`src/inc/frwd_defines.svh`:
```
// constants for the flash rom window decode block
// Operation
// three system address regions all select the same flash rom device
// boot regions pass reads only; writes through them are never forwarded
// after power-on both boot regions, low and high, are enabled
// after initialization software disables both boot regions
// programming region reaches flash only when byte mode is enabled
// processor uses only single-byte loads and stores in programming region
// control bits disable boot regions, enable byte mode; reset boot on, byte off
`ifndef FRWD_DEFINES_SVH
`define FRWD_DEFINES_SVH
`define FRWD_LOW_BASE 40'h00_0000_0000
`define FRWD_LOW_TOP 40'h00_00ff_ffff
`define FRWD_HIGH_BASE 40'h0f_fc00_0000
`define FRWD_HIGH_TOP 40'h0f_ffff_ffff
`define FRWD_PROG_BASE 40'h87_c000_0000
`define FRWD_PROG_TOP 40'h87_ffff_ffff
`define FRWD_BOOT_EN_RST 1'b1
`define FRWD_BYTE_EN_RST 1'b0
`define FRWD_SIZE_BYTE 2'h0
`endif

```
`src/inc/frwd_pkg.sv`:
```
// types for the flash rom window decode block
package frwd_pkg;
  typedef enum logic [1:0] {
    FRWD_REG_NONE = 2'b00,
    FRWD_REG_LOW = 2'b01,
    FRWD_REG_HIGH = 2'b10,
    FRWD_REG_PROG = 2'b11
  } frwd_region_t;
  typedef logic [39:0] frwd_addr_t;
endpackage

```
`src/frwd_region_match.sv`:
```
// address range comparator for one flash window
`timescale 1ns/10ps
module frwd_region_match
  import frwd_pkg::*;
(
  input wire frwd_addr_t addr_i, // system address
  input wire frwd_addr_t base_i, // lowest address of window
  input wire frwd_addr_t top_i,  // highest address of window
  output logic hit_o             // address lies inside
);
  assign hit_o = (addr_i >= base_i) && (addr_i <= top_i);
endmodule

```
`src/frwd_top.sv`:
```
// flash rom window decode and access policy
`timescale 1ns/10ps
`include "frwd_defines.svh"
module frwd_top
  import frwd_pkg::*;
(
  input wire logic clk_i,            // 25 mhz system clock
  input wire logic resetn_i,         // async reset, active low
  input wire logic req_i,            // system bus access request, one cycle
  input wire logic we_i,             // 1 write, 0 read
  input wire frwd_addr_t addr_i,     // system byte address
  input wire logic [1:0] size_i,     // 0 byte, other sizes wider
  input wire logic [7:0] wdata_i,    // store byte
  input wire logic boot_dis_set_i,   // pulse: disable boot windows
  input wire logic byte_en_set_i,    // pulse: enable byte mode
  input wire logic byte_en_clr_i,    // pulse: disable byte mode
  input wire logic [7:0] flash_rdata_i, // flash read data, same clock
  output logic flash_cs_o,           // flash select pulse
  output logic flash_we_o,           // flash write strobe
  output logic [23:0] flash_addr_o,  // flash byte address
  output logic [7:0] flash_wdata_o,  // flash write data
  output logic ack_o,                // access accepted by flash
  output logic err_o,                // access refused
  output logic [7:0] rdata_o,        // read data to bus
  output logic boot_en_o,            // boot windows live
  output logic byte_en_o             // byte mode live
);
  // =====================================================
  // control bits
  logic boot_en_r;
  logic byte_en_r;
  always_ff @(posedge clk_i or negedge resetn_i)
  begin
    if (!resetn_i)
    begin
      boot_en_r <= `FRWD_BOOT_EN_RST;
      byte_en_r <= `FRWD_BYTE_EN_RST;
    end
    else
    begin
      if (boot_dis_set_i)
        boot_en_r <= 1'b0;
      if (byte_en_set_i)
        byte_en_r <= 1'b1;
      else if (byte_en_clr_i)
        byte_en_r <= 1'b0;
    end
  end

  // =====================================================
  // decode
  logic hit_low;
  logic hit_high;
  logic hit_prog;
  frwd_region_match u_low (.addr_i(addr_i), .base_i(`FRWD_LOW_BASE),
    .top_i(`FRWD_LOW_TOP), .hit_o(hit_low));
  frwd_region_match u_high (.addr_i(addr_i), .base_i(`FRWD_HIGH_BASE),
    .top_i(`FRWD_HIGH_TOP), .hit_o(hit_high));
  frwd_region_match u_prog (.addr_i(addr_i), .base_i(`FRWD_PROG_BASE),
    .top_i(`FRWD_PROG_TOP), .hit_o(hit_prog));

  wire boot_hit = boot_en_r && (hit_low || hit_high);
  wire boot_ok = boot_hit && !we_i;
  // wider accesses to the programming window refused outright so they cannot disturb the flash
  wire prog_ok = hit_prog && byte_en_r && (size_i == `FRWD_SIZE_BYTE);
  wire go = req_i && (boot_ok || prog_ok);
  wire refuse = req_i && !go && (boot_hit || hit_prog);
  // boot windows fold onto the whole 16 mbyte of the flash
  wire [23:0] fl_addr = addr_i[23:0];

  // =====================================================
  // outputs, all registered; read data lags ack by one cycle, flash turnaround of 0
  always_ff @(posedge clk_i or negedge resetn_i)
  begin
    if (!resetn_i)
    begin
      flash_cs_o <= 1'b0;
      flash_we_o <= 1'b0;
      flash_addr_o <= 24'h000000;
      flash_wdata_o <= 8'h00;
      ack_o <= 1'b0;
      err_o <= 1'b0;
      rdata_o <= 8'h00;
      boot_en_o <= `FRWD_BOOT_EN_RST;
      byte_en_o <= `FRWD_BYTE_EN_RST;
    end
    else
    begin
      flash_cs_o <= go;
      flash_we_o <= go && we_i;
      if (go)
      begin
        flash_addr_o <= fl_addr;
        flash_wdata_o <= wdata_i;
      end
      ack_o <= go;
      err_o <= refuse;
      if (flash_cs_o && !flash_we_o)
        rdata_o <= flash_rdata_i;
      boot_en_o <= boot_en_r;
      byte_en_o <= byte_en_r;
    end
  end
endmodule

```
`config.mk`:
```
export PLATFORM = sky130hd
export DESIGN_NAME = frwd_top
export DESIGN_NICKNAME = d
export VERILOG_FILES = /design/src/inc/frwd_pkg.sv /design/src/frwd_region_match.sv /design/src/frwd_top.sv
export VERILOG_INCLUDE_DIRS = /design/src /design/src/inc
export SDC_FILE = /design/constraint.sdc
export NUM_CORES = 1
export LEC_CHECK = 0
export ABC_AREA = 1
export BUFFER_PORTS_ARGS = -buffer_cell sky130_fd_sc_hd__buf_2
export CORE_UTILIZATION = 61
export DETAILED_ROUTE_END_ITERATION = 10
export GPL_ROUTABILITY_DRIVEN = 0
export PLACE_DENSITY = 0.84
export SLEW_MARGIN = 5
export SYNTH_ARGS = -nofsm -noshare
export SYNTH_HDL_FRONTEND = slang
export SYNTH_HIERARCHICAL = 1
export SYNTH_SLANG_ARGS = --single-unit
```
`constraint.sdc`:
```
create_clock -name clk_i -period 1.6 [get_ports clk_i]
set_input_delay 0.24 -clock clk_i [delete_from_list [all_inputs] [get_ports clk_i]]
set_output_delay 0.24 -clock clk_i [all_outputs]
set_load 0.05 [all_outputs]
```
==> impl_metrics.toml, run 1 <==
[placed_design]
postPlaceCellArea_um2 = 10970
hpwl_um = 17070
place_inst = 1939
port_buffers = 110

[synth]
syn_inst = 1336
synth-seq-cells = 47
ys_seq_area_share_pct = 13.72
syn-cell-area_um2 = 8588
avgSynthCellArea_um2 = 6.428
yosys_warnings = 6
synth_cell_types = 26

[die]
fp.dieH_um = 120.7
die_x_um = 120.7
pin_count = 111
std_cell_rows = 42
start_util_pct = 63.59

[clock_network]
cts.sinks = 47
cts_htree_levels = 2
cts_root_buf = "clkbuf_16"
cts_buffers = 5
clock_path_buffers = 2

[run_status]
status = "stopped before the end"
error_line = "[ERROR DPL-0038] Utilization greater than 100%, impossible to legalize"
lastStage = "global routing (5_1_grt)"

[global_route]
grt_max_degree = 48

[timing]
repair-timing-grt-worst-ep = "flash_addr_o[1]$_DFFE_PN0P_/D"
endpoint_type = "sequential cell input"
per-stage QoR:
stage / hold WS [ns] / setup WS [ns]
after floorplan: -0.05559 / -0.3890
after global placement: 0.2403 / -0.9031
after detailed placement: 0.2380 / -0.9440
after CTS: 0.06384 / -0.4357
Yosys cell counts, drive strengths merged:
cell type	count	area share, %
mux2	8	1.0
dfstp	2	0.61
ha	240	35
o21bai	1	0.087
nor3b	3	0.26
conb	2	0.087
or2	3	0.22
a21oi	88	5.3
nor2	94	4.3
nand2	410	18
buf	11	0.98
nand3	59	3.7
nand4	6	0.44
inv	340	15
a21o	15	1.3
dfrtp	45	13
o21a	3	0.26
o21ai	3	0.17
and2	3	0.22
logic make-up after synthesis:
family	after synthesis	synth area share, %
multiplexers	8	1.049
AND/OR/NAND/NOR	578	27.24
AO/OA/AOI/OAI	110	7.095
buffers and inverters	351	15.84
adder cells (fa/ha/maj)	240	34.97
flip-flops	47	13.72
other	2	0.08745
what timing repair did:
action | in CTS
resized for setup | 191
hold buffers | 1
pin swaps | 65
endpoints found under the hold margin | 45
cloned | 5
setup endpoints to repair | 35
buffers inserted | 19
==> run 2, diff against run 1 <==
- CORE_UTILIZATION: 61 -> 40
- PLACE_DENSITY: 0.84 -> not set
- PLACE_DENSITY_LB_ADDON: not set -> 0.15
==> run 2 against run 1 <==
Against the previous run:
- the flow now finishes, with violations (negative setup slack)
- synthesized cell count unchanged
- area after synthesis unchanged
==> impl_metrics.toml, run 2 <==
[hold_path]
hold_start = "boot_dis_set_i"
holdPathStages = 2
whs_endpoint = "boot_en_r"
hold_class = "in2reg"

[cells_and_area]
largest_reg_flops = 24
layout_commonest_cell = "nand2_1"
final_cell_mix = "nand2_1 (336), inv_1 (328), conb_1 (240), ha_1 (150), buf_4 (108)"
max_flop_register = "flash_addr_o"
post-route-util_pct = 63.95
diodes = 0
syn2layout_area_growth_pct = 56.53
nets = 2108
drive_above_1_share_pct = 27.61
reg_top3 = "flash_addr_o (24), flash_wdata_o (8), rdata_o (8)"
num-fill-cells = 1899

[detailed_routing]
first_pass_iters = 4
wl_per_cell_um = 10.51
routed_via_density = 4.245
wl_um = 21850
detail-route-antenna-nets = 0
num_vias = 8826
drt_iter0_markers = 168
drc = 0

[clock_network]
cts_buffers = 5
clock_path_buffers = 2
cts_htree_levels = 2
clock_latency_ns = 0.28
cts_tree = "done"
cts.sinks = 47
clk_pin_slew_worst_paths_ns = 0.06
cts_root_buf = "clkbuf_16"

[worst_setup_path]
ff2ff_path_depth = 6
crit_fanout = 6
crit_path_start_kind = "input pin"
path_cells = "buf_12 -> ha_4 -> nand2_4 -> nor2_4 -> nand3_2 -> nor2_4 -> nand2_2 -> or2_1 -> a21oi_2 -> inv_2 -> nand2_4 -> nand3_4 -> nand2_8 -> buf_12 -> nand2_8 -> nand2_4 -> nand2_2"
required_ns = 1.77
critPathKind = "in2reg"
critPathMostFrequentCell = "nand2_4"
rr_startpoint = "boot_en_r"
r2r_end = "flash_wdata_o[7]"
crit_family = "simple AND/OR/NAND/NOR gates"
rrSetupSlack_ns = 0.29
slowest_delay_ns = 0.28
arrival_ns = 2.25
crit_path_top_delay_cell = "ha_4"
crit_buf_inv = 3
endpoint_kind = "flip-flop"

[global_route]
track_usage_pct = 19.24
grt-ovfl-total = 0
grt_pass1_vias = 8068
antenna_found_initial = 0
grt_max_degree = 25
grt_first_pass_wirelength_um = 34890

[synth]
ys_seq_area_share_pct = 13.72
synth_cell_types = 26
yosysTopAreaCell = "ha_1"
syn_inst = 1336
synth_common_cells = "nand2_1 (408), inv_1 (339), ha_1 (240)"
synth-edff-count = 0
synth.most_common_cell = "nand2_1"
async_flop_share_pct = 100.0
avgSynthCellArea_um2 = 6.428
syn-cell-area_um2 = 8588
yosys.area.top_type_share_pct = 34.97
yosys_warnings = 6
yosys_most_used_dff = "dfrtp_1"
synth-seq-cells = 47
synth.area.top_cells = "ha_1 (35%), nand2_1 (18%), inv_1 (15%), dfrtp_1 (13%), a21oi_1 (5.0%)"

[run_status]
violations = "negative setup slack"
status = "finished, violations left"

[die]
pin_count = 111
die_x_um = 148.5
design.core.area_um2 = 21020
start_util_pct = 40.85
die-area_um2 = 22060
fp.dieH_um = 148.5
std_cell_rows = 53

[timing]
maxSlewHeadroom_pct = 66.02
rsz0062_at_grt = "yes"
post-route-period-util_pct = 130.0
worst_slew_pin_slew_ns = 0.5097
fmax_mhz = 480.7
setup_violations = 35
hold_viol_final = 0
fin_crit_ns = 2.080
maxSlewViolCount = 0
finClkSkew_ns = 0.003295
layout_setup_ws_ns = -0.4804

[pwr]
p_leak_nw = 7.887
p_per_area_nw_per_um2 = 555.6
ir_drop_mv = 0.5724

[placed_design]
port_buffers = 110
hpwl_um = 16870
preCtsSetupSlack_ns = -0.9993

[flow_run]
maxCapViolCount = 0
==> run 2: cell counts after synthesis <==
Identical to the previous run, type by type.
==> run 2: final cells by class <==
cell class / count / area [µm²] / area share [%]
Multi-Input combinational cell: 1179 / 8641 / 64.28
Timing Repair Buffer: 230 / 1847 / 13.74
Inverter: 340 / 1276 / 9.494
Sequential cell: 47 / 1179 / 8.768
Tap cell: 275 / 344.1 / 2.560
Clock buffer: 8 / 156.4 / 1.163
==> run 2: stage by stage <==
step / power, mW / hold WS [ns] / instance area (µm²) / TNS (ns) / instances
after floorplan: 4.474 / -0.05559 / 9587 / -12.60 / 1574
after global placement: 5.604 / 0.2462 / 11260 / -31.96 / 2051
after detailed placement: 5.680 / 0.2364 / 11260 / -33.88 / 2051
after CTS: 7.088 / 0.07146 / 12460 / -16.10 / 2073
after global routing: 8.104 / 0.08224 / 13440 / -19.51 / 2079
final: 7.468 / 0.09067 / 13440 / -15.11 / 2079
==> run 2: how the worst max path moves through the flow <==
stage,to,slack [ns],start,cells after the start
2_1_floorplan,flash_addr_o[10],-0.39,addr_i[37],16
6_report,flash_wdata_o[7],-0.48,addr_i[39],17
5_1_grt,flash_addr_o[2],-0.61,addr_i[19],16
4_1_cts,flash_addr_o[3],-0.49,addr_i[36],15
3_5_place_dp,flash_addr_o[17],-1.0,addr_i[36],16
3_3_place_gp,ack_o,-0.96,addr_i[36],16
==> run 2: timing repair <==
action	in CTS	in global routing
buffers inserted	9	8
hold buffers	1	0
pin swaps	65	88
resized for setup	175	168
endpoints found under the setup margin	35	35
cloned	4	0
endpoints found under the hold margin	18	0
==> run 2: worst reg2reg max path: stages (launching register included) <==
cell	delay (ns)
dfstp_2	0.59
nand3_4	0.12
nand2_8	0.13
buf_12	0.14
nand2_8	0.08
nand2_4	0.10
nand2_2	0.04
==> run 2: logic make-up (layout without fill, tap and decap cells) <==
family	count (synthesis)	after routing	synth area share (%)
adder cells (fa/ha/maj)	240	240	34.97
flip-flops	47	47	13.72
buffers and inverters	351	578	15.84
AO/OA/AOI/OAI	110	110	7.095
multiplexers	8	8	1.049
AND/OR/NAND/NOR	578	581	27.24
other	2	240	0.08745
==> run 2: routing by layer <==
layer | part of all wire (%) | up-vias | global-route usage [%]
met5 | 0 | - | 0
met1 | 44 | 3861 | 23.38
met4 | 1.2 | 0 | 2.629
met3 | 3.1 | 19 | 1.074
li1 | - | 4820 | -
met2 | 51 | 126 | 37.45
==> run 2: report_power, final <==
group / internal (mW) / switching (mW) / total (mW)
clock network: 0.664 / 0.396 / 1.06
logic: 1.70 / 2.97 / 4.67
registers: 1.53 / 0.208 / 1.74
total: 3.89 / 3.58 / 7.47
Note: power is estimated with default switching activity, not from simulation.
==> run 3, diff against run 2 <==
- CELL_PAD_IN_SITES_DETAIL_PLACEMENT: not set -> 1
- CELL_PAD_IN_SITES_GLOBAL_PLACEMENT: not set -> 1
==> run 3 against run 2 <==
Against the previous run:
- the run still ends with negative setup slack left
- utilization rose by 1.0 points
- count of clock-buffer cells in the layout stayed put
- die area unchanged
- wire length rose by 110%
- worst setup slack got worse by 0.49 ns
- sequential share of layout area decreased by 0.14 points
- via count up 24%
- clock power rose by 9%
- global-route usage is 9.6 points higher
- largest power group unchanged
==> impl_metrics.toml, run 3 (synthesis results as in run 2) <==
[placed_design]
hpwl_um = 22050
port_buffers = 110

[detailed_routing]
detail-route-antenna-nets = 0
wl_um = 46590
drt_iter0_markers = 524
drc = 0
first_pass_iters = 5
routed_via_density = 5.232
num_vias = 10960
wl_per_cell_um = 22.24

[cells_and_area]
max_flop_register = "flash_addr_o"
largest_reg_flops = 24
num-fill-cells = 2749
syn2layout_area_growth_pct = 59.09
final_cell_mix = "inv_1 (330), nand2_1 (317), conb_1 (240), ha_1 (162), buf_4 (114)"
reg_top3 = "flash_addr_o (24), flash_wdata_o (8), rdata_o (8)"
diodes = 0
layout_commonest_cell = "inv_1"
drive_above_1_share_pct = 29.45
nets = 2124

[pwr]
p_per_area_nw_per_um2 = 634.2
ir_drop_mv = 0.5709
p_leak_nw = 8.000

[hold_path]
holdPathStages = 2
hold_class = "in2reg"
hold_start = "byte_en_clr_i"
whs_endpoint = "byte_en_r"

[worst_setup_path]
crit_path_start_kind = "input pin"
crit_fanout = 5
required_ns = 1.74
arrival_ns = 2.71
rr_startpoint = "boot_en_r"
rrSetupSlack_ns = 0.03
critPathKind = "in2reg"
endpoint_kind = "flip-flop"
ff2ff_path_depth = 6
r2r_end = "flash_addr_o[9]"

[timing]
setup_violations = 35
fmax_mhz = 389.2
hold_viol_final = 0
fin_crit_ns = 2.570
worst_slew_pin_slew_ns = 0.7763
rsz0062_at_grt = "yes"
setup-tns-final_ns = -29.36
maxSlewViolCount = 0
finClkSkew_ns = 0.01184
hold_slack_ns = 0.1745
maxSlewHeadroom_pct = 48.25
layout_setup_ws_ns = -0.9697
post-route-period-util_pct = 160.6

[flow_run]
maxCapViolCount = 0

[clock_network]
cts.sinks = 47
clk_pin_slew_worst_paths_ns = 0.07
clock_path_buffers = 2
cts_root_buf = "clkbuf_16"
cts_buffers = 5
cts_htree_levels = 2
clock_latency_ns = 0.30
cts_tree = "done"

[global_route]
grt_pass1_vias = 10610
grt-ovfl-total = 0
grt_max_degree = 19
antenna_found_initial = 2
grt_first_pass_wirelength_um = 50230
track_usage_pct = 28.80

[run_status]
violations = "negative setup slack"
status = "finished, violations left"

[die]
design.core.area_um2 = 21020
start_util_pct = 40.85
fp.dieH_um = 148.5
std_cell_rows = 53
pin_count = 111
die-area_um2 = 22060
die_x_um = 148.5
==> run 3: changes by cell type in the layout (fill, tap and decap cells not counted), moves of 6 or more <==
| cell | previous run | this run |
|---|---|---|
| buf_4 | 108 | 114 |
| buf_12 | 15 | 8 |
| nand2_1 | 336 | 317 |
| nand3_1 | 49 | 38 |
| nor2_4 | 14 | 21 |
| nand3_2 | 6 | 15 |
| ha_1 | 150 | 162 |
| ha_4 | 90 | 78 |
| nand2_4 | 7 | 20 |
| nand2_2 | 66 | 73 |
==> run 3: layout make-up <==
type / instances / area [µm²] / share of cell area [%]
Clock buffer: 8 / 156.4 / 1.145
Inverter: 340 / 1276 / 9.341
Multi-Input combinational cell: 1182 / 8771 / 64.19
Sequential cell: 47 / 1179 / 8.626
Tap cell: 275 / 344.1 / 2.518
Timing Repair Buffer: 243 / 1937 / 14.18
==> run 3: worst max path at each step <==
stage	endpoint	startpoint	depth (start not counted)
after floorplan	flash_addr_o[10]	addr_i[37]	16
after global placement	flash_addr_o[20]	addr_i[35]	18
after detailed placement	flash_wdata_o[0]	addr_i[38]	19
after CTS	flash_wdata_o[5]	addr_i[23]	16
after global routing	flash_addr_o[15]	addr_i[21]	19
final	flash_addr_o[9]	addr_i[21]	19
==> run 3: through the flow <==
step,total power [mW],instance area [µm²],worst slack (ns),utilization [%],std cells
3_5_place_dp,5.791,11240,-1.144,53.48,2054
6_report,8.665,13660,-0.9697,65.00,2095
2_1_floorplan,4.474,9587,-0.3890,-,1574
4_1_cts,7.287,12480,-0.5060,59.35,2077
5_1_grt,9.051,13660,-1.144,65.00,2095
3_3_place_gp,5.604,11240,-0.9877,53.48,2054
==> run 3: report_power, final <==
| group | switching (mW) | leakage [nW] | internal [mW] |
|---|---|---|---|
| clock | 0.495 | 0.0772 | 0.668 |
| sequential | 0.363 | 0.586 | 1.53 |
| combinational | 3.75 | 7.34 | 1.87 |
| total | 4.61 | 8.00 | 4.06 |
==> run 3: worst max-delay path, cell delays in order <==
cell and delay (ns):
buf_12 0.11, ha_1 0.41, nand2_1 0.12, nor2_2 0.20, buf_4 0.15, nand3_2 0.09
nor2_4 0.13, nand2_2 0.07, nand2_2 0.07, nor2_1 0.06, a21oi_2 0.11, inv_1 0.06
nand2_2 0.09, nand3_4 0.13, buf_12 0.17, nand2_8 0.11, nand2_4 0.11, nand2_2 0.11
nand2_1 0.14
==> run 3: metal layers <==
metal	up-vias	share of wire (%)	GRT usage, %
met5	-	0.049	0
met4	4	7.2	12.73
met3	259	6.2	2.699
met2	573	52	58.20
met1	5275	35	29.38
li1	4851	-	-
==> run 3: timing repair <==
| action | 4_1_cts | 5_1_grt |
|---|---|---|
| hold buffers | 1 | 0 |
| buffers inserted | 10 | 16 |
| resized for setup | 188 | 197 |
| hold endpoints to repair | 11 | 0 |
| endpoints found under the setup margin | 35 | 35 |
| gates cloned | 5 | 3 |
| pin swaps | 31 | 64 |
